<file path="config.mk">
export PLATFORM = sky130hd
export DESIGN_NAME = pfcs_top
export DESIGN_NICKNAME = d
export VERILOG_FILES = /design/src/logic/pfcs_pkg.sv /design/src/logic/pfcs_top.sv /design/src/logic/pfcs_sync.sv /design/src/logic/pfcs_resolve.sv
export SDC_FILE = /design/constraint.sdc
export NUM_CORES = 1
export LEC_CHECK = 0
export ABC_AREA = 1
export BUFFER_PORTS_ARGS = -buffer_cell sky130_fd_sc_hd__clkbuf_2
export CAP_MARGIN = 25
export CORE_MARGIN = 3
export CORE_UTILIZATION = 40
export CTS_CLUSTER_DIAMETER = 80
export DETAILED_ROUTE_END_ITERATION = 8
export PLACE_DENSITY = 0.81
export RECOVER_POWER = 25
export SLEW_MARGIN = 15
export SYNTH_ARGS = -nofsm -noshare
export SYNTH_HDL_FRONTEND = slang
export SYNTH_SLANG_ARGS = --single-unit
</file>
<file path="constraint.sdc">
create_clock -name aclk -period 1.4 [get_ports aclk]
set_clock_uncertainty 0.1 [all_clocks]
set_input_delay 0.28 -clock aclk [delete_from_list [all_inputs] [get_ports aclk]]
set_output_delay 0.28 -clock aclk [all_outputs]
set_load 0.02 [all_outputs]
</file>
<file path="src/logic/pfcs_pkg.sv">
`default_nettype none
package pfcs_pkg;

   // ==========================================================
   // Register map
   localparam int unsigned ADDR_W = 12;
   localparam logic [11:0] FC_SETUP_OFFSET = 12'h1a4;
   localparam logic [1:0]  RESP_OKAY       = 2'h0;
   localparam logic [1:0]  RESP_SLVERR     = 2'h2;

   // ==========================================================
   // Field positions of port2_flow_control_setup
   localparam int unsigned BACKPRESSURE_ON_BIT = 6;
   localparam int unsigned DUPLEX_NOW_BIT      = 5;
   localparam int unsigned RX_PAUSE_NOW_BIT    = 4;
   localparam int unsigned TX_PAUSE_NOW_BIT    = 3;
   localparam int unsigned RX_PAUSE_ALLOW_BIT  = 2;
   localparam int unsigned TX_PAUSE_ALLOW_BIT  = 1;
   localparam int unsigned OVERRIDE_BIT        = 0;
   localparam int unsigned RESERVED_LSB        = 7;

   // ==========================================================
   // Values after reset and counts
   localparam logic       FIELD_RESET     = 1'b0;
   localparam logic [2:0] STRAP_SETTLE    = 3'h5; // Outlasts the three-stage strap synchroniser
   localparam int unsigned STRAP_W        = 3;

   // ==========================================================
   // Carriers
   typedef struct packed {
      logic port2_backpressure_pinopt;
      logic port2_fullduplex_pause_pinopt;
      logic port2_override_pinopt;
   } pfcs_strap_t;

   typedef struct packed {
      logic an_enable;
      logic duplex_half;
      logic an_rx_pause;
      logic an_tx_pause;
   } pfcs_port_t;

   typedef struct packed {
      logic port2_backpressure_on;
      logic port2_rx_pause_allow;
      logic port2_tx_pause_allow;
      logic port2_fc_override_select;
   } pfcs_setup_t;

   typedef struct packed {
      logic backpressure_en;
      logic rx_pause_en;
      logic tx_pause_en;
   } pfcs_fc_t;

endpackage
`default_nettype wire

</file>
<file path="src/logic/pfcs_top.sv">
// Behaviour
// RULE1: Bit 6 enables half-duplex backpressure generation
// RULE2: Bit 5 reports current duplex, 1 half
// RULE3: Bit 4 reports receive pause now active
// RULE4: Bit 3 reports transmit pause now active
// RULE5: Bit 2 enables pause detection when manual
// RULE6: Bit 1 enables pause generation when manual
// RULE7: Override clear, negotiation on: follow negotiation
// RULE8: Override clear, negotiation off: use bits
// RULE9: Override set: bits rule full duplex
// RULE10: Status bits show actually enabled flow control
// RULE11: Writes never touch PHY advertisement values
// RULE12: Straps and loader rewrite set defaults
// RULE13: Status reset values come from several straps; here the status bits reset to 0 and duplex status comes from port_in only
// RULE14: Bits 31 to 7 read zero
//
// Implementation choice: register access over AXI4-Lite.
`timescale 1ns/1ps
`default_nettype none
module pfcs_top (
   input  wire logic                  aclk,
   input  wire logic                  aresetn,
   input  wire logic [11:0]           s_axi_awaddr,
   input  wire logic                  s_axi_awvalid,
   output logic                       s_axi_awready,
   input  wire logic [31:0]           s_axi_wdata,
   input  wire logic [3:0]            s_axi_wstrb,
   input  wire logic                  s_axi_wvalid,
   output logic                       s_axi_wready,
   output logic [1:0]                 s_axi_bresp,
   output logic                       s_axi_bvalid,
   input  wire logic                  s_axi_bready,
   input  wire logic [11:0]           s_axi_araddr,
   input  wire logic                  s_axi_arvalid,
   output logic                       s_axi_arready,
   output logic [31:0]                s_axi_rdata,
   output logic [1:0]                 s_axi_rresp,
   output logic                       s_axi_rvalid,
   input  wire logic                  s_axi_rready,
   input  wire pfcs_pkg::pfcs_strap_t strap_pins,
   input  wire pfcs_pkg::pfcs_strap_t loader_straps,
   input  wire logic                  loader_load,
   input  wire pfcs_pkg::pfcs_port_t  port_in,
   output pfcs_pkg::pfcs_fc_t         fc_out
);

   // ==========================================================
   // Strap pins into the clock domain
   logic [2:0]            strap_sync;
   pfcs_pkg::pfcs_strap_t strap_now;
   logic                  duplex_now;

   pfcs_sync #(
      .W (pfcs_pkg::STRAP_W)
   ) u_sync (
      .aclk     (aclk),
      .aresetn  (aresetn),
      .async_in (strap_pins),
      .sync_out (strap_sync)
   );

   assign strap_now = strap_sync;

   // ==========================================================
   // Setup register and strap load
   pfcs_pkg::pfcs_setup_t setup_reg;
   pfcs_pkg::pfcs_setup_t setup_next;
   logic [2:0]            settle_reg;
   logic [2:0]            settle_next;
   logic                  wr_hit;

   // ==========================================================
   // Write channel state
   logic [11:0] awaddr_reg;
   logic [11:0] awaddr_next;
   logic        aw_held_reg;
   logic        aw_held_next;
   logic [31:0] wdata_reg;
   logic [31:0] wdata_next;
   logic        wstrb0_reg;
   logic        wstrb0_next;
   logic        w_held_reg;
   logic        w_held_next;
   logic        bvalid_reg;
   logic        bvalid_next;
   logic [1:0]  bresp_reg;
   logic [1:0]  bresp_next;
   logic        do_write;

   // Handshake readies
   assign s_axi_awready = ~aw_held_reg & ~bvalid_reg;
   assign s_axi_wready  = ~w_held_reg & ~bvalid_reg;
   assign do_write      = aw_held_reg & w_held_reg & ~bvalid_reg;
   assign wr_hit        = do_write & (awaddr_reg[11:2] == pfcs_pkg::FC_SETUP_OFFSET[11:2]);

   // Next values of the write channel
   always_comb begin
      awaddr_next  = awaddr_reg;
      aw_held_next = aw_held_reg;
      wdata_next   = wdata_reg;
      wstrb0_next  = wstrb0_reg;
      w_held_next  = w_held_reg;
      bvalid_next  = bvalid_reg;
      bresp_next   = bresp_reg;
      if (s_axi_awvalid && s_axi_awready) begin
         awaddr_next  = s_axi_awaddr;
         aw_held_next = 1'b1;
      end
      if (s_axi_wvalid && s_axi_wready) begin
         wdata_next  = s_axi_wdata;
         wstrb0_next = s_axi_wstrb[0];
         w_held_next = 1'b1;
      end
      if (do_write) begin
         aw_held_next = 1'b0;
         w_held_next  = 1'b0;
         bvalid_next  = 1'b1;
         bresp_next   = wr_hit ? pfcs_pkg::RESP_OKAY : pfcs_pkg::RESP_SLVERR;
      end else if (bvalid_reg && s_axi_bready) begin
         bvalid_next = 1'b0;
      end
   end

   // Registers of the write channel
   always_ff @(posedge aclk) begin
      if (!aresetn) begin
         awaddr_reg  <= 12'h000;
         aw_held_reg <= 1'b0;
         wdata_reg   <= 32'h0000_0000;
         wstrb0_reg  <= 1'b0;
         w_held_reg  <= 1'b0;
         bvalid_reg  <= 1'b0;
         bresp_reg   <= pfcs_pkg::RESP_OKAY;
      end else begin
         awaddr_reg  <= awaddr_next;
         aw_held_reg <= aw_held_next;
         wdata_reg   <= wdata_next;
         wstrb0_reg  <= wstrb0_next;
         w_held_reg  <= w_held_next;
         bvalid_reg  <= bvalid_next;
         bresp_reg   <= bresp_next;
      end
   end

   assign s_axi_bvalid = bvalid_reg;
   assign s_axi_bresp  = bresp_reg;

   // Next values of the setup fields; loader beats software, only local bits change
   always_comb begin
      setup_next  = setup_reg;
      settle_next = settle_reg;
      if (settle_reg != 3'h0) begin
         settle_next = settle_reg - 3'h1;
         if (settle_reg == 3'h1) begin
            setup_next.port2_backpressure_on    = strap_now.port2_backpressure_pinopt; // RULE12
            setup_next.port2_rx_pause_allow     = strap_now.port2_fullduplex_pause_pinopt; // RULE12
            setup_next.port2_tx_pause_allow     = strap_now.port2_fullduplex_pause_pinopt; // RULE12
            setup_next.port2_fc_override_select = strap_now.port2_override_pinopt; // RULE12
         end
      end else if (loader_load) begin
         setup_next.port2_backpressure_on    = loader_straps.port2_backpressure_pinopt; // RULE12
         setup_next.port2_rx_pause_allow     = loader_straps.port2_fullduplex_pause_pinopt; // RULE12
         setup_next.port2_tx_pause_allow     = loader_straps.port2_fullduplex_pause_pinopt; // RULE12
         setup_next.port2_fc_override_select = loader_straps.port2_override_pinopt; // RULE12
      end else if (wr_hit && wstrb0_reg) begin
         // Only the low writable bits are kept; no path leads to the PHY
         setup_next.port2_backpressure_on    = wdata_reg[pfcs_pkg::BACKPRESSURE_ON_BIT]; // RULE1 RULE11
         setup_next.port2_rx_pause_allow     = wdata_reg[pfcs_pkg::RX_PAUSE_ALLOW_BIT]; // RULE5
         setup_next.port2_tx_pause_allow     = wdata_reg[pfcs_pkg::TX_PAUSE_ALLOW_BIT]; // RULE6
         setup_next.port2_fc_override_select = wdata_reg[pfcs_pkg::OVERRIDE_BIT]; // RULE9
      end
   end

   // Registers of the setup fields
   always_ff @(posedge aclk) begin
      if (!aresetn) begin
         setup_reg   <= {4{pfcs_pkg::FIELD_RESET}};
         settle_reg  <= pfcs_pkg::STRAP_SETTLE;
      end else begin
         setup_reg   <= setup_next;
         settle_reg  <= settle_next;
      end
   end

   // ==========================================================
   // Flow control resolution; status follows the setup fields (strap, loader or written) and port state
   pfcs_resolve u_resolve (
      .aclk       (aclk),
      .aresetn    (aresetn),
      .setup      (setup_reg),
      .port_in    (port_in),
      .fc_out     (fc_out),
      .duplex_now (duplex_now)
   );

   // ==========================================================
   // Read channel
   logic [31:0] rdata_reg;
   logic [31:0] rdata_next;
   logic [1:0]  rresp_reg;
   logic [1:0]  rresp_next;
   logic        rvalid_reg;
   logic        rvalid_next;
   logic [31:0] reg_view;

   assign s_axi_arready = ~rvalid_reg;

   // Read view with current state bits and zero reserved bits
   always_comb begin
      reg_view = 32'h0000_0000; // RULE14
      reg_view[pfcs_pkg::BACKPRESSURE_ON_BIT] = setup_reg.port2_backpressure_on;
      reg_view[pfcs_pkg::DUPLEX_NOW_BIT]      = duplex_now; // RULE2 RULE13
      reg_view[pfcs_pkg::RX_PAUSE_NOW_BIT]    = fc_out.rx_pause_en; // RULE3 RULE10
      reg_view[pfcs_pkg::TX_PAUSE_NOW_BIT]    = fc_out.tx_pause_en; // RULE4 RULE10
      reg_view[pfcs_pkg::RX_PAUSE_ALLOW_BIT]  = setup_reg.port2_rx_pause_allow;
      reg_view[pfcs_pkg::TX_PAUSE_ALLOW_BIT]  = setup_reg.port2_tx_pause_allow;
      reg_view[pfcs_pkg::OVERRIDE_BIT]        = setup_reg.port2_fc_override_select;
   end

   // Next values of the read channel
   always_comb begin
      rdata_next  = rdata_reg;
      rresp_next  = rresp_reg;
      rvalid_next = rvalid_reg;
      if (s_axi_arvalid && s_axi_arready) begin
         rvalid_next = 1'b1;
         if (s_axi_araddr[11:2] == pfcs_pkg::FC_SETUP_OFFSET[11:2]) begin
            rdata_next = reg_view;
            rresp_next = pfcs_pkg::RESP_OKAY;
         end else begin
            rdata_next = 32'h0000_0000;
            rresp_next = pfcs_pkg::RESP_SLVERR;
         end
      end else if (rvalid_reg && s_axi_rready) begin
         rvalid_next = 1'b0;
      end
   end

   // Registers of the read channel
   always_ff @(posedge aclk) begin
      if (!aresetn) begin
         rdata_reg  <= 32'h0000_0000;
         rresp_reg  <= pfcs_pkg::RESP_OKAY;
         rvalid_reg <= 1'b0;
      end else begin
         rdata_reg  <= rdata_next;
         rresp_reg  <= rresp_next;
         rvalid_reg <= rvalid_next;
      end
   end

   assign s_axi_rdata  = rdata_reg;
   assign s_axi_rresp  = rresp_reg;
   assign s_axi_rvalid = rvalid_reg;
endmodule
`default_nettype wire

</file>
<file path="src/logic/pfcs_sync.sv">
`timescale 1ns/1ps
`default_nettype none
module pfcs_sync #(
   parameter int unsigned W = 3
) (
   input  wire logic         aclk,
   input  wire logic         aresetn,
   input  wire logic [W-1:0] async_in,
   output logic      [W-1:0] sync_out
);

   // ==========================================================
   // Three stages per bit, output moves once stages two and three agree
   genvar i;
   generate
      for (i = 0; i < W; i++) begin : g_bit
         logic [2:0] stage_reg;
         logic [2:0] stage_next;
         logic       hold_reg;
         logic       hold_next;

         // Next values
         always_comb begin
            stage_next = {stage_reg[1:0], async_in[i]};
            hold_next  = (stage_reg[1] == stage_reg[2]) ? stage_reg[2] : hold_reg;
         end

         // Registers
         always_ff @(posedge aclk) begin
            if (!aresetn) begin
               stage_reg <= 3'h0;
               hold_reg  <= 1'b0;
            end else begin
               stage_reg <= stage_next;
               hold_reg  <= hold_next;
            end
         end

         assign sync_out[i] = hold_reg;
      end
   endgenerate

endmodule
`default_nettype wire

</file>
<file path="src/logic/pfcs_resolve.sv">
`timescale 1ns/1ps
`default_nettype none
module pfcs_resolve (
   input  wire logic                  aclk,
   input  wire logic                  aresetn,
   input  wire pfcs_pkg::pfcs_setup_t setup,
   input  wire pfcs_pkg::pfcs_port_t  port_in,
   output pfcs_pkg::pfcs_fc_t         fc_out,
   output logic                       duplex_now
);

   pfcs_pkg::pfcs_fc_t fc_reg;
   pfcs_pkg::pfcs_fc_t fc_next;
   logic               dup_reg;
   logic               dup_next;
   logic               use_manual;

   // ==========================================================
   // Select between written enables and negotiated result
   always_comb begin
      use_manual = setup.port2_fc_override_select | ~port_in.an_enable; // RULE7 RULE8 RULE9
      dup_next   = port_in.duplex_half; // RULE2
      fc_next.backpressure_en = setup.port2_backpressure_on & port_in.duplex_half; // RULE1
      if (port_in.duplex_half) begin
         // Pause frames have no meaning in half duplex
         fc_next.rx_pause_en = 1'b0;
         fc_next.tx_pause_en = 1'b0;
      end else if (use_manual) begin
         fc_next.rx_pause_en = setup.port2_rx_pause_allow; // RULE5 RULE9
         fc_next.tx_pause_en = setup.port2_tx_pause_allow; // RULE6 RULE9
      end else begin
         fc_next.rx_pause_en = port_in.an_rx_pause; // RULE7
         fc_next.tx_pause_en = port_in.an_tx_pause; // RULE7
      end
   end

   // Registers
   always_ff @(posedge aclk) begin
      if (!aresetn) begin
         fc_reg  <= '0;
         dup_reg <= 1'b0;
      end else begin
         fc_reg  <= fc_next;
         dup_reg <= dup_next;
      end
   end

   assign fc_out     = fc_reg;
   assign duplex_now = dup_reg;

endmodule
`default_nettype wire

</file>
# == Yosys cells after proc, flatten, opt, wreduce, memory -nomap -nowiden ==
# Cells that the tools add are included.
# classes
addsub,1
n_bitwise,13
muxes,12
eq_ne,7
n_reduce_logical,13
# op_table
operator,count
$eq A10 B7 Y1 const B,2
$mux W4,4
$mux W7,1
$and A1 B1 Y1,6
$logic_and A1 B1 Y1,6
$mux W2,3
$not A1 Y1,6
$reduce_bool A3 Y1,2
$mux W1,4
$reduce_bool A2 Y1,2
$reduce_or A2 Y1,2
$eq A1 B1 Y1,3
$eq A3 B1 Y1 const B,1
$sub A3 B1 Y3 const B,1
$ne A2 B1 Y1 const B,1
$reduce_and A2 Y1,1
$or A1 B1 Y1,1
# totals
regBits,83
word_cells,71
out_inout_bits,44

# == Depth between registers and ports, before layout ==
# Gate-level depths: netlist (run 1).
# logic_depth
ltp_word,7
mapped_depth,10

# == Hierarchy ==
# Synthesis (run 1) repeated with hierarchy kept, for this count alone.
# unflattened
hier_cells,307
hier_area_um2,2289.7
# by_module_without_submodules
mod,area_each_um2,cells_each,n_inst
pfcs_top,1744.2,241,1
pfcs_sync,389.1,43,1
pfcs_resolve,156.4,23,1

# == Worst setup path after synthesis (run 1) ==
# OpenSTA, ideal clock, no wires.
# synth_path
kind,register -> register
startpoint,"register bvalid_reg, in the netlist s_axi_bvalid"
endpoint,register awaddr_reg[10]
setup_time_ns,0.116
stages_incl_launch_ff,6
path_buffers,1
t_arrival_ns,1.244
path_slack_ns,-0.060
path_cell_list,dfxtp_1 nor2_1 nand2_1 buf_2 o21ai_0 nor2_1
# synth_between
elab_chain_len,3
# synth_lines
item,line_no,text
"start, declared",pfcs_top.sv:84,logic bvalid_reg;
"start signal, assigned",pfcs_top.sv:140,bvalid_reg <= bvalid_next;
$not A1 Y1,pfcs_top.sv:91,assign s_axi_awready = ~aw_held_reg & ~bvalid_reg;
$and A1 B1 Y1,pfcs_top.sv:91,
via s_axi_awready,pfcs_top.sv:25,"output logic s_axi_awready,"
$logic_and A1 B1 Y1,pfcs_top.sv:105,if (s_axi_awvalid && s_axi_awready) begin
"end signal, assigned",pfcs_top.sv:135,awaddr_reg <= awaddr_next;
"end, declared",pfcs_top.sv:74,logic [11:0] awaddr_reg;
# The timed path passes the listed nets, and every way through them passes these cells.
# A chain may end at the register's enable or synchronous reset.

# == Final worst setup path (run 1) ==
# layout_path
startpoint,register settle_reg[1]
endpoint,register setup_reg (netlist bit reg_view[2])
# layout_between
elab_chain_len,3
elab_cells_between_ends,6
cone_classes,eq/ne: 2; mux: 1; reduce/logical: 3
# layout_lines
item,line_no,text
"start, declared",pfcs_top.sv:68,logic [2:0] settle_reg;
"start signal, assigned",pfcs_top.sv:178,settle_reg <= pfcs_pkg::STRAP_SETTLE;
"start signal, assigned",pfcs_top.sv:181,settle_reg <= settle_next;
$eq A3 B1 Y1 or $reduce_bool A3 Y1 (tied branches),"pfcs_top.sv:154, pfcs_top.sv:152",
$ne A2 B1 Y1 (no line) or $reduce_bool A3 Y1 (tied branches),--,
$reduce_and A2 Y1 (no line),--,
"end signal, assigned",pfcs_top.sv:177,setup_reg <= {4{pfcs_pkg::FIELD_RESET}};
"end signal, assigned",pfcs_top.sv:180,setup_reg <= setup_next;
"end, declared",pfcs_top.sv:66,pfcs_pkg::pfcs_setup_t setup_reg;
# Several ways; a longest one is shown, not always the timed one.

==> results by group, run 1 <==
Synth
  • Synth Instances: 287
  • Post-synthesis cell type count: 28
  • Synthesized cell area: 0.00220 mm^2
  • Seq/Total Area, Yosys: between 40% and 50%
  • Yosys warns: 0
  • Synthesized flop and latch total: slightly above 50
  • Syn_area_per_cell: 7.67 um^2

Global routing
  • First-pass GRT wire length: 6840 um
  • Pin count of the biggest net entering global routing: 38
  • Grt ovf: 0
  • Initial antenna violation count: 0
  • GRT Util Overall: roughly an eighth
  • Vias in the first global route: between 1500 and 2000

Setup path
  • Worst Path Required: around 1500 ps
  • Critical Path End Type: flip-flop
  • CP max-delay cell: dfxtp_2
  • Family with the most delay on the worst path: simple AND/OR/NAND/NOR gates
  • Setup Crit Path Kind: reg -> reg
  • Data arrival time of the worst path: around 1400 ps
  • CP Max Fanout: 5
  • Crit start category: flip-flop
  • Max stage delay on crit path: about 340 ps
  • CP Cell Sequence: inv_2, ha_4, nand2_8, nand2_2, o21ai_2, a21oi_1, nand3_1, nand2_1, nor2_1
  • CP bufs+invs: 1

Finish
  • Share of layout cells above drive strength 1: between 20% and 30%
  • Nets: about 440
  • # diodes: 0
  • Design Area, Final: between 0.002 and 0.003 mm^2
  • Max reg flops: 10
  • Area growth syn-to-layout: 22.4%
  • Post-route insts no fill: roughly 430
  • Util after Layout: between 50% and 60%

Pwr
  • Pleak: around 1.3 nW
  • Worst vdd ir: 0.810 mV
  • Power after layout: 3.09 mW
  • Pwr Density: approximately 1100 mW/mm^2

Route
  • Vias: approximately 1800
  • DRC errors left: 0
  • DR iter-0 viols: 47
  • DR WL/cell: between 9 and 10 um
  • Drt pass-1 iters: 4
  • Post-Route WL: around 4200 um
  • Post-route ant nets: 0
  • Vias per cell: roughly 4.3

Clock tree
  • Root Buffer: clkbuf_8
  • Worst skew pair latency: 300 ps
  • Clock transition at the registers of the reported paths: around 90 ps
  • CTS max path bufs: 2
  • Clock sinks: 51
  • CTS tree: built
  • CTS Buf Count: 5
  • H-Tree Depth: 2

STA
  • Worst setup margin: between 50 and 60 ps
  • Max Clk Rate: roughly 740 MHz
  • Setup TNS: 0 ps
  • Min Tclk post-route: 1340 ps
  • Hold Fails Final Rpt: 0
  • Worst-case hold slack: roughly 56 ps
  • Final setup fails: 0
  • Final Cycle Share: between 90% and 100%
  • Final Slew Violations: 0

Die
  • FP Rows: 26
  • Core footprint: ~0.0052 mm^2
  • Initial Util: 42.3%
  • Die footprint: around 0.0064 mm^2
  • I/O pins: roughly 120
  • Die Y: ~80 um
  • Width of the die: approximately 80 um

Placed design
  • Placement Setup Slack: -80.3 ps
  • HPWL after DPL: 3110 um
  • Routability Congestion: about 0.74
  • Dpl cell area: around 0.0025 mm^2
  • Dpl cells: a little over 400
  • # port buffers: 59

Job
  • Max Cap Violations: 0

Min path
  • Class of the worst hold path: in -> reg

Run status
  • Status: completed
worst reg2reg max path: stages (launching register included):
cell	delay, ps
dfxtp_2	340
inv_2	80
ha_4	180
nand2_8	80
nand2_2	70
o21ai_2	60
a21oi_1	130
nand3_1	110
nand2_1	80
nor2_1	40
final timing paths:
check	startpoint	to	slack, ps	cells past startpoint
hold reg to reg	u_sync.g_bit[1].stage_reg[0]$_SDFF_PN0_	u_sync.g_bit[1].stage_reg[1]$_SDFF_PN0_	320	2
hold / removal	strap_pins[0]	u_sync.g_bit[0].stage_reg[0]$_SDFF_PN0_	60	3
setup / recovery	settle_reg[1]$_SDFFE_PN0P_	reg_view[2]$_SDFFE_PN0P_	60	9
setup reg to reg	settle_reg[1]$_SDFFE_PN0P_	reg_view[2]$_SDFFE_PN0P_	60	9
repair_timing:
item,CTS,global route
cloned,0,1
pin swaps,0,3
setup buffers,0,3
hold buffers,0,0
resized for setup,3,17
setup endpoints to repair,4,4
cells in the final DEF, fill, tap and decap left out, drive strengths merged:
master,instances
a211oi,1
a21oi,23
a22oi,1
buf,10
clkbuf,66
clkinv,1
clkinvlp,1
conb,27
dfxtp,51
ha,3
inv,30
mux2i,1
nand2,42
nand3,8
nand3b,1
nand4,8
nor2,55
o211ai,2
o21a,1
o21ai,22
or2,1
report_power, final:
group | switching (mW) | leakage [nW] | internal, mW
Combinational | 0.355 | 0.845 | 0.215
Clock | 0.453 | 0.0505 | 0.450
Sequential | 0.0622 | 0.420 | 1.56
layer usage:
metal	track usage, %	up-vias	part of all wire, %
met5	0	-	0
met4	5.07	0	1.5
met3	3.36	7	7.1
met2	20.6	63	46
met1	17.6	789	46
li1	-	989	-
synthesized netlist by cell type:
cell | number | share of area (%)
nand4_1 | 8 | 2.3
nand2_1 | 39 | 6.7
o211ai_1 | 2 | 0.68
dfxtp_1 | 51 | 46
conb_1 | 1 | 0.17
mux2i_1 | 1 | 0.45
nor2_1 | 52 | 8.9
nand3_1 | 6 | 1.4
nor2_2 | 3 | 0.85
or2_2 | 1 | 0.28
a211oi_1 | 1 | 0.34
o21a_1 | 1 | 0.34
a22oi_1 | 1 | 0.34
buf_2 | 5 | 1.1
ha_1 | 3 | 1.7
a21oi_1 | 23 | 5.2
clkbuf_1 | 1 | 0.17
buf_4 | 29 | 9.9
clkinv_1 | 1 | 0.17
nand2_4 | 1 | 0.51
nand2_2 | 1 | 0.28
buf_6 | 1 | 0.51
inv_1 | 27 | 4.6
o21ai_0 | 21 | 4.8
o21ai_1 | 1 | 0.23
nand3_2 | 2 | 0.91
inv_2 | 3 | 0.51
nand3b_1 | 1 | 0.34
cell type report:
| cell class | count | area (um^2) |
|---|---|---|
| inverter | 31 | 116 |
| clock buffer | 7 | 96.3 |
| fill | 513 | 2510 |
| clock inverter | 1 | 7.51 |
| multi-input combinational | 196 | 980 |
| tap | 70 | 87.6 |
| timing repair buffer | 69 | 382 |
| sequential | 51 | 1020 |
cells by family after synthesis:
logic type               synth area share (%)
buffers and inverters                    17.0
flip-flops                               46.4
other                                   0.170
AO/OA/AOI/OAI                            11.9
AND/OR/NAND/NOR                          22.3
adder cells (fa/ha/maj)                  1.71
multiplexers                            0.455
(Power assumes the default switching activity.)
==> inputs of run 2 (changes only) <==
--- a/config.mk
+++ b/config.mk
@@ -10,6 +10,7 @@
 export CAP_MARGIN = 25
 export CORE_MARGIN = 3
 export CORE_UTILIZATION = 40
+export CTS_BUF_LIST = sky130_fd_sc_hd__clkbuf_16
 export CTS_CLUSTER_DIAMETER = 80
 export DETAILED_ROUTE_END_ITERATION = 8
 export PLACE_DENSITY = 0.81
==> results by group, run 2 (same netlist as run 1, synthesis figures left out) <==
Global routing
  • First-pass GRT wire length: 6910 um (+0.91%)
  • Vias in the first global route: 1595 (-0.62%)
  • Initial antenna violation count: 0 (unchanged)
  • GRT Util Overall: 13.6% (+0.38 points)
  • Pin count of the biggest net entering global routing: 38 (unchanged)
  • Grt ovf: 0 (unchanged)

Setup path
  • CP Max Fanout: 5 (unchanged)
  • Data arrival time of the worst path: 1420 ps (-20 ps)
  • CP Cell Sequence: inv_2, ha_4, nand2_8, nand2_2, o21ai_2, a21oi_1, nand3_1, nand2_1, nor2_1
  • Worst r2r src: settle_reg[1]$_SDFFE_PN0P_
  • Worst Path Required: 1490 ps (about the same)
  • Family with the most delay on the worst path: simple AND/OR/NAND/NOR gates
  • Critical Path End Type: flip-flop
  • Cell depth of the worst flop-to-flop path: 9 (unchanged)
  • Max stage delay on crit path: 330 ps (about the same)
  • Crit start category: flip-flop
  • RR Endpoint: reg_view[1]$_SDFFE_PN0P_
  • CP bufs+invs: 1 (unchanged)
  • Setup Crit Path Kind: reg -> reg
  • Setup slack, reg-to-reg: 70 ps (about the same)
  • CP max-delay cell: dfxtp_2

Finish
  • Area growth syn-to-layout: 23.3%
  • Register area: 0.00102 mm^2 (-0.24%)
  • Util after Layout: 52.1% (+0.36 points)
  • Commonest non-fill, non-tap cell in the layout: clkbuf_2
  • Design Area, Final: 0.00271 mm^2 (+0.70%)
  • Fillcell total: 512 (-0.19%)
  • Area of the multi-input gates: 971 um^2 (-0.89%)
  • Most frequent cells in the layout: clkbuf_2 (59), nor2_1 (50), dfxtp_1 (50)
  • Share of layout cells above drive strength 1: 27.4% (-1.3 points)
  • # diodes: 0 (unchanged)
  • Nets: 434 (-0.23%)
  • Max reg flops: 10 (unchanged)

Route
  • Drt pass-1 iters: 4 (unchanged)
  • Vias: 1838 (-0.54%)
  • DRC errors left: 0 (unchanged)
  • DR iter-0 viols: 52 (+11%)
  • Post-route ant nets: 0 (unchanged)
  • DR WL/cell: 10.1 um (+1.4%)
  • Post-Route WL: 4290 um (+1.2%)
  • Vias per cell: 4.33 (-0.31%)

Die
  • Die Y: 80.2 um (unchanged)
  • Initial Util: 42.3% (unchanged)
  • Die footprint: 0.00643 mm^2 (unchanged)
  • FP Rows: 26 (unchanged)
  • I/O pins: 122 (unchanged)
  • Width of the die: 80.2 um (unchanged)
  • Core footprint: 0.00520 mm^2 (unchanged)

Clock tree
  • CTS max path bufs: 2 (unchanged)
  • Worst skew pair latency: 290 ps (about the same)
  • H-Tree Depth: 2 (unchanged)
  • Clock transition at the registers of the reported paths: 60 ps (-30 ps)
  • Clock sinks: 51 (unchanged)
  • Root Buffer: clkbuf_16
  • CTS tree: built
  • CTS Buf Count: 5 (unchanged)

Min path
  • Class of the worst hold path: in -> reg
  • Hold Path Sink: u_sync.g_bit[0].stage_reg[0]$_SDFF_PN0_
  • Critical hold path startpoint: strap_pins[0]
  • Hold Path Depth: 3 (unchanged)

STA
  • Final Cycle Share: 95.1% (-0.90 points)
  • Worst setup margin: 68.2 ps (+12.6 ps)
  • Final setup fails: 0 (unchanged)
  • Hold Fails Final Rpt: 0 (unchanged)
  • Min Tclk post-route: 1330 ps (-12.6 ps)
  • Max Clk Rate: 751 MHz (+0.95%)
  • Worst-case hold slack: 70.1 ps (+14.6 ps)
  • Final Slew Violations: 0 (unchanged)
  • RSZ-0062 raised after global routing: yes

Job
  • Max Cap Violations: 0 (unchanged)

Placed design
  • Dpl cell area: 0.00249 mm^2 (unchanged)
  • # port buffers: 59 (unchanged)
  • HPWL after DPL: 3110 um (unchanged)
  • Placement Setup Slack: -80.3 ps (unchanged)
  • Routability Congestion: 0.741 (unchanged)

Pwr
  • Pleak: 1.33 nW (+0.75%)
  • Worst vdd ir: 0.724 mV (-11%)
  • Power after layout: 3.33 mW (+7.8%)
  • Pwr Density: 1230 mW/mm^2 (+7.1%)

Run status
  • Status: completed
==> run 2: changes by cell type in the layout (fill, tap and decap cells not counted), sizes merged <==
cell,previous run,this run
clkbuf,66,64
clkinv,1,3
buf,10,9
==> run 2: worst max-delay path by stage <==
| stage | end | cells past startpoint | slack [ps] | startpoint |
|---|---|---|---|---|
| final | reg_view[1]$_SDFFE_PN0P_ | 9 | 70 | settle_reg[1]$_SDFFE_PN0P_ |
| after global routing | reg_view[1]$_SDFFE_PN0P_ | 9 | -30 | settle_reg[1]$_SDFFE_PN0P_ |
| after detailed placement | reg_view[2]$_SDFFE_PN0P_ | 6 | -80 | settle_reg[0]$_SDFFE_PN1P_ |
| after global placement | reg_view[6]$_SDFFE_PN0P_ | 6 | -10 | settle_reg[0]$_SDFFE_PN1P_ |
| after floorplan | wdata_reg[6]$_SDFFE_PN0P_ | 4 | 30 | s_axi_bvalid$_SDFFE_PN0P_ |
| after CTS | reg_view[2]$_SDFFE_PN0P_ | 8 | 4 | settle_reg[0]$_SDFFE_PN1P_ |
==> run 2: routing by layer <==
layer / up-vias / part of all wire [%] / global-route usage (%)
li1: 985 / - / -
met1: 791 / 45 / 17.5
met2: 55 / 47 / 21.4
met3: 7 / 6.5 / 3.36
met4: 0 / 1.8 / 6.59
met5: - / 0 / 0
==> run 2: through the flow <==
stage / std cells / TNS [ps]
2_1_floorplan: 313 / 0
5_1_grt: 424 / -47.2
6_report: 424 / 0
3_5_place_dp: 413 / -272
4_1_cts: 421 / 0
3_3_place_gp: 413 / -36.1
==> run 2: timing repair <==
action / in CTS / in global routing
setup endpoints to repair: 4 / 4
resized for setup: 3 / 13
pin swaps: 0 / 5
gates cloned: 0 / 1
buffers inserted: 0 / 2
hold buffers: 0 / 0
==> run 2: worst reg2reg max path, delay by kind of cell (launching register included) <==
family / cells / cell delay, ps
flops: 1 / 330
compound gates: 2 / 180
fa+ha+maj: 1 / 180
simple gates: 5 / 360
buf+inv: 1 / 80
==> run 2: area by class of cell <==
class | instances | share of cell area, %
Inverter | 31 | 4.29
Sequential cell | 51 | 37.7
Multi-Input combinational cell | 196 | 35.8
Clock buffer | 5 | 4.61
Tap cell | 70 | 3.23
Clock inverter | 3 | 0.554
Timing Repair Buffer | 68 | 13.8
==> run 2: where the power goes <==
group / switching (mW) / total [mW] / internal, mW
clock: 0.496 / 1.15 / 0.649
combinational: 0.354 / 0.568 / 0.213
sequential: 0.0620 / 1.62 / 1.56
total: 0.913 / 3.33 / 2.42
==> inputs of run 3 (changes only) <==
--- a/config.mk
+++ b/config.mk
@@ -9,11 +9,11 @@
 export BUFFER_PORTS_ARGS = -buffer_cell sky130_fd_sc_hd__clkbuf_2
 export CAP_MARGIN = 25
 export CORE_MARGIN = 3
-export CORE_UTILIZATION = 40
-export CTS_BUF_LIST = sky130_fd_sc_hd__clkbuf_16
+export CORE_UTILIZATION = 41
+export CTS_BUF_LIST = sky130_fd_sc_hd__clkbuf_4 sky130_fd_sc_hd__clkbuf_8
 export CTS_CLUSTER_DIAMETER = 80
 export DETAILED_ROUTE_END_ITERATION = 8
-export PLACE_DENSITY = 0.81
+export PLACE_DENSITY = 0.83
 export RECOVER_POWER = 25
 export SLEW_MARGIN = 15
 export SYNTH_ARGS = -nofsm -noshare
==> results by group, run 3 (same netlist as run 1, synthesis figures left out) <==
Run status
  • Status: completed

Route
  • Post-Route WL: 4190 um (-2.3%)
  • DRC errors left: 0 (unchanged)
  • Vias per cell: 4.38 (+1.1%)
  • Vias: 1840 (+0.11%)
  • DR WL/cell: 9.97 um (-1.4%)
  • Post-route ant nets: 0 (unchanged)
  • DR iter-0 viols: 57 (+9.6%)
  • Drt pass-1 iters: 4 (unchanged)

Setup path
  • Critical Path End Type: output port
  • Worst r2r src: settle_reg[0]$_SDFFE_PN1P_
  • Family with the most delay on the worst path: flip-flops
  • CP max-delay cell: dfxtp_1
  • Setup slack, reg-to-reg: 80 ps (about the same)
  • Cell depth of the worst flop-to-flop path: 9 (unchanged)
  • CP Cell Sequence: nor2_1, clkbuf_2
  • Max stage delay on crit path: 350 ps (+20 ps)
  • RR Endpoint: reg_view[1]$_SDFFE_PN0P_
  • CP bufs+invs: 1 (unchanged)
  • Setup Crit Path Kind: reg -> out
  • Worst Path Required: 1020 ps (-470 ps)
  • CP Max Fanout: 4 (-1)
  • Crit start category: flip-flop
  • Crit path launch: s_axi_bvalid$_SDFFE_PN0P_
  • Data arrival time of the worst path: 970 ps (-450 ps)

Clock tree
  • CTS max path bufs: 2 (unchanged)
  • CTS Buf Count: 5 (unchanged)
  • Clock transition at the registers of the reported paths: 80 ps (+20 ps)
  • Worst skew pair latency: 290 ps (about the same)
  • Root Buffer: clkbuf_8
  • Count of hold buffers inserted by post-cts repair: 0 (unchanged)
  • CTS tree: built
  • H-Tree Depth: 2 (unchanged)
  • Clock sinks: 51 (unchanged)

Global routing
  • GRT Util Overall: 13.4% (-0.22 points)
  • Grt ovf: 0 (unchanged)
  • Initial antenna violation count: 0 (unchanged)
  • First-pass GRT wire length: 6840 um (-1.0%)
  • Vias in the first global route: 1604 (+0.56%)
  • Pin count of the biggest net entering global routing: 35 (-7.9%)

STA
  • Hold Fails Final Rpt: 0 (unchanged)
  • RSZ-0062 raised after global routing: yes
  • Final setup fails: 0 (unchanged)
  • Final Slew Violations: 0 (unchanged)
  • Max Clk Rate: 740 MHz (-1.4%)
  • Min Tclk post-route: 1350 ps (+18.6 ps)
  • Final Cycle Share: 96.5% (+1.3 points)
  • Setup TNS: 0 ps (unchanged)
  • Worst-case hold slack: 67.2 ps (-2.94 ps)

Die
  • Die footprint: 0.00628 mm^2 (-2.3%)
  • I/O pins: 122 (unchanged)
  • Initial Util: 42.8% (+0.54 points)
  • Die Y: 79.3 um (-1.1%)
  • FP Rows: 26 (unchanged)
  • Core footprint: 0.00514 mm^2 (-1.2%)
  • Width of the die: 79.3 um (-1.1%)

Placed design
  • # port buffers: 59 (unchanged)
  • HPWL after DPL: 3160 um (+1.5%)
  • Routability Congestion: 0.786 (+6.2%)

Min path
  • Hold Path Depth: 3 (unchanged)
  • Critical hold path startpoint: strap_pins[0]
  • Hold Path Sink: u_sync.g_bit[0].stage_reg[0]$_SDFF_PN0_
  • Class of the worst hold path: in -> reg

Finish
  • Commonest non-fill, non-tap cell in the layout: clkbuf_2
  • # diodes: 0 (unchanged)
  • Most frequent cells in the layout: clkbuf_2 (58), nor2_1 (50), dfxtp_1 (49)
  • Nets: 431 (-0.69%)
  • Max reg flops: 10 (unchanged)
  • Share of layout cells above drive strength 1: 27.4% (+0.027 points)
  • Area growth syn-to-layout: 20.9%
  • Fillcell total: 510 (-0.39%)

Pwr
  • Power after layout: 3.14 mW (-5.8%)
  • Worst vdd ir: 0.598 mV (-17%)
  • Pleak: 1.30 nW (-1.6%)
  • Pwr Density: 1180 mW/mm^2 (-4.0%)

Job
  • Max Cap Violations: 0 (unchanged)
## run 3: cell count changes in the layout (fill, tap and decap cells not counted), sizes merged
cell / before / now
clkinv: 3 / 1
buf: 9 / 8
bufinv: 0 / 1
clkinvlp: 1 / 0
nand2: 42 / 41
## run 3: metal layers
layer	GRT usage, %	part of all wire [%]	up-vias
li1	-	-	976
met1	17.4	46	800
met2	22.1	47	58
met3	3.40	6.3	6
met4	3.78	0.96	0
met5	0	0	-
## run 3: worst min-delay path, cell delays in order
cell,delay (ps)
clkbuf_2,70
nand2_1,40
inv_1,40
## run 3: area by class of cell
cell class | count | area (um^2) | share of cell area (%)
repair buffers | 66 | 360 | 13.5
inverters | 31 | 116 | 4.37
flip-flops and latches | 51 | 1020 | 38.5
clock inverters | 1 | 30.0 | 1.13
multi-input cells | 195 | 966 | 36.3
well taps | 70 | 87.6 | 3.29
clock buffers | 6 | 76.3 | 2.87
## run 3: metrics by stage
step | cell area [um^2] | instances | utilization, % | worst slack (ps)
after floorplan | 2300 | 313 | - | 31.9
after global placement | 2490 | 413 | 48.5 | -12.7
after detailed placement | 2490 | 413 | 48.5 | -39.1
after CTS | 2610 | 420 | 50.7 | 6.27
after global routing | 2660 | 420 | 51.8 | -11.1
final | 2660 | 420 | 51.8 | 49.6
## run 3: worst max-delay path by stage
stage | to | cells after the start | slack, ps
after floorplan | wdata_reg[6]$_SDFFE_PN0P_ | 4 | 30
after global placement | reg_view[6]$_SDFFE_PN0P_ | 6 | -10
after detailed placement | reg_view[1]$_SDFFE_PN0P_ | 6 | -40
after CTS | reg_view[2]$_SDFFE_PN0P_ | 8 | 6
after global routing | reg_view[1]$_SDFFE_PN0P_ | 8 | -10
final | s_axi_wready | 2 | 50
## run 3: repair_timing
| action | in CTS | in global routing |
|---|---|---|
| endpoints found under the setup margin | 4 | 5 |
| gates resized for setup | 2 | 16 |
| pin swaps | 1 | 2 |
| setup buffers | 0 | 0 |
## run 3: where the power goes
group / internal [mW] / switching (mW)
Clock: 0.543 / 0.430
Combinational: 0.204 / 0.343
Sequential: 1.56 / 0.0616
Total: 2.30 / 0.834
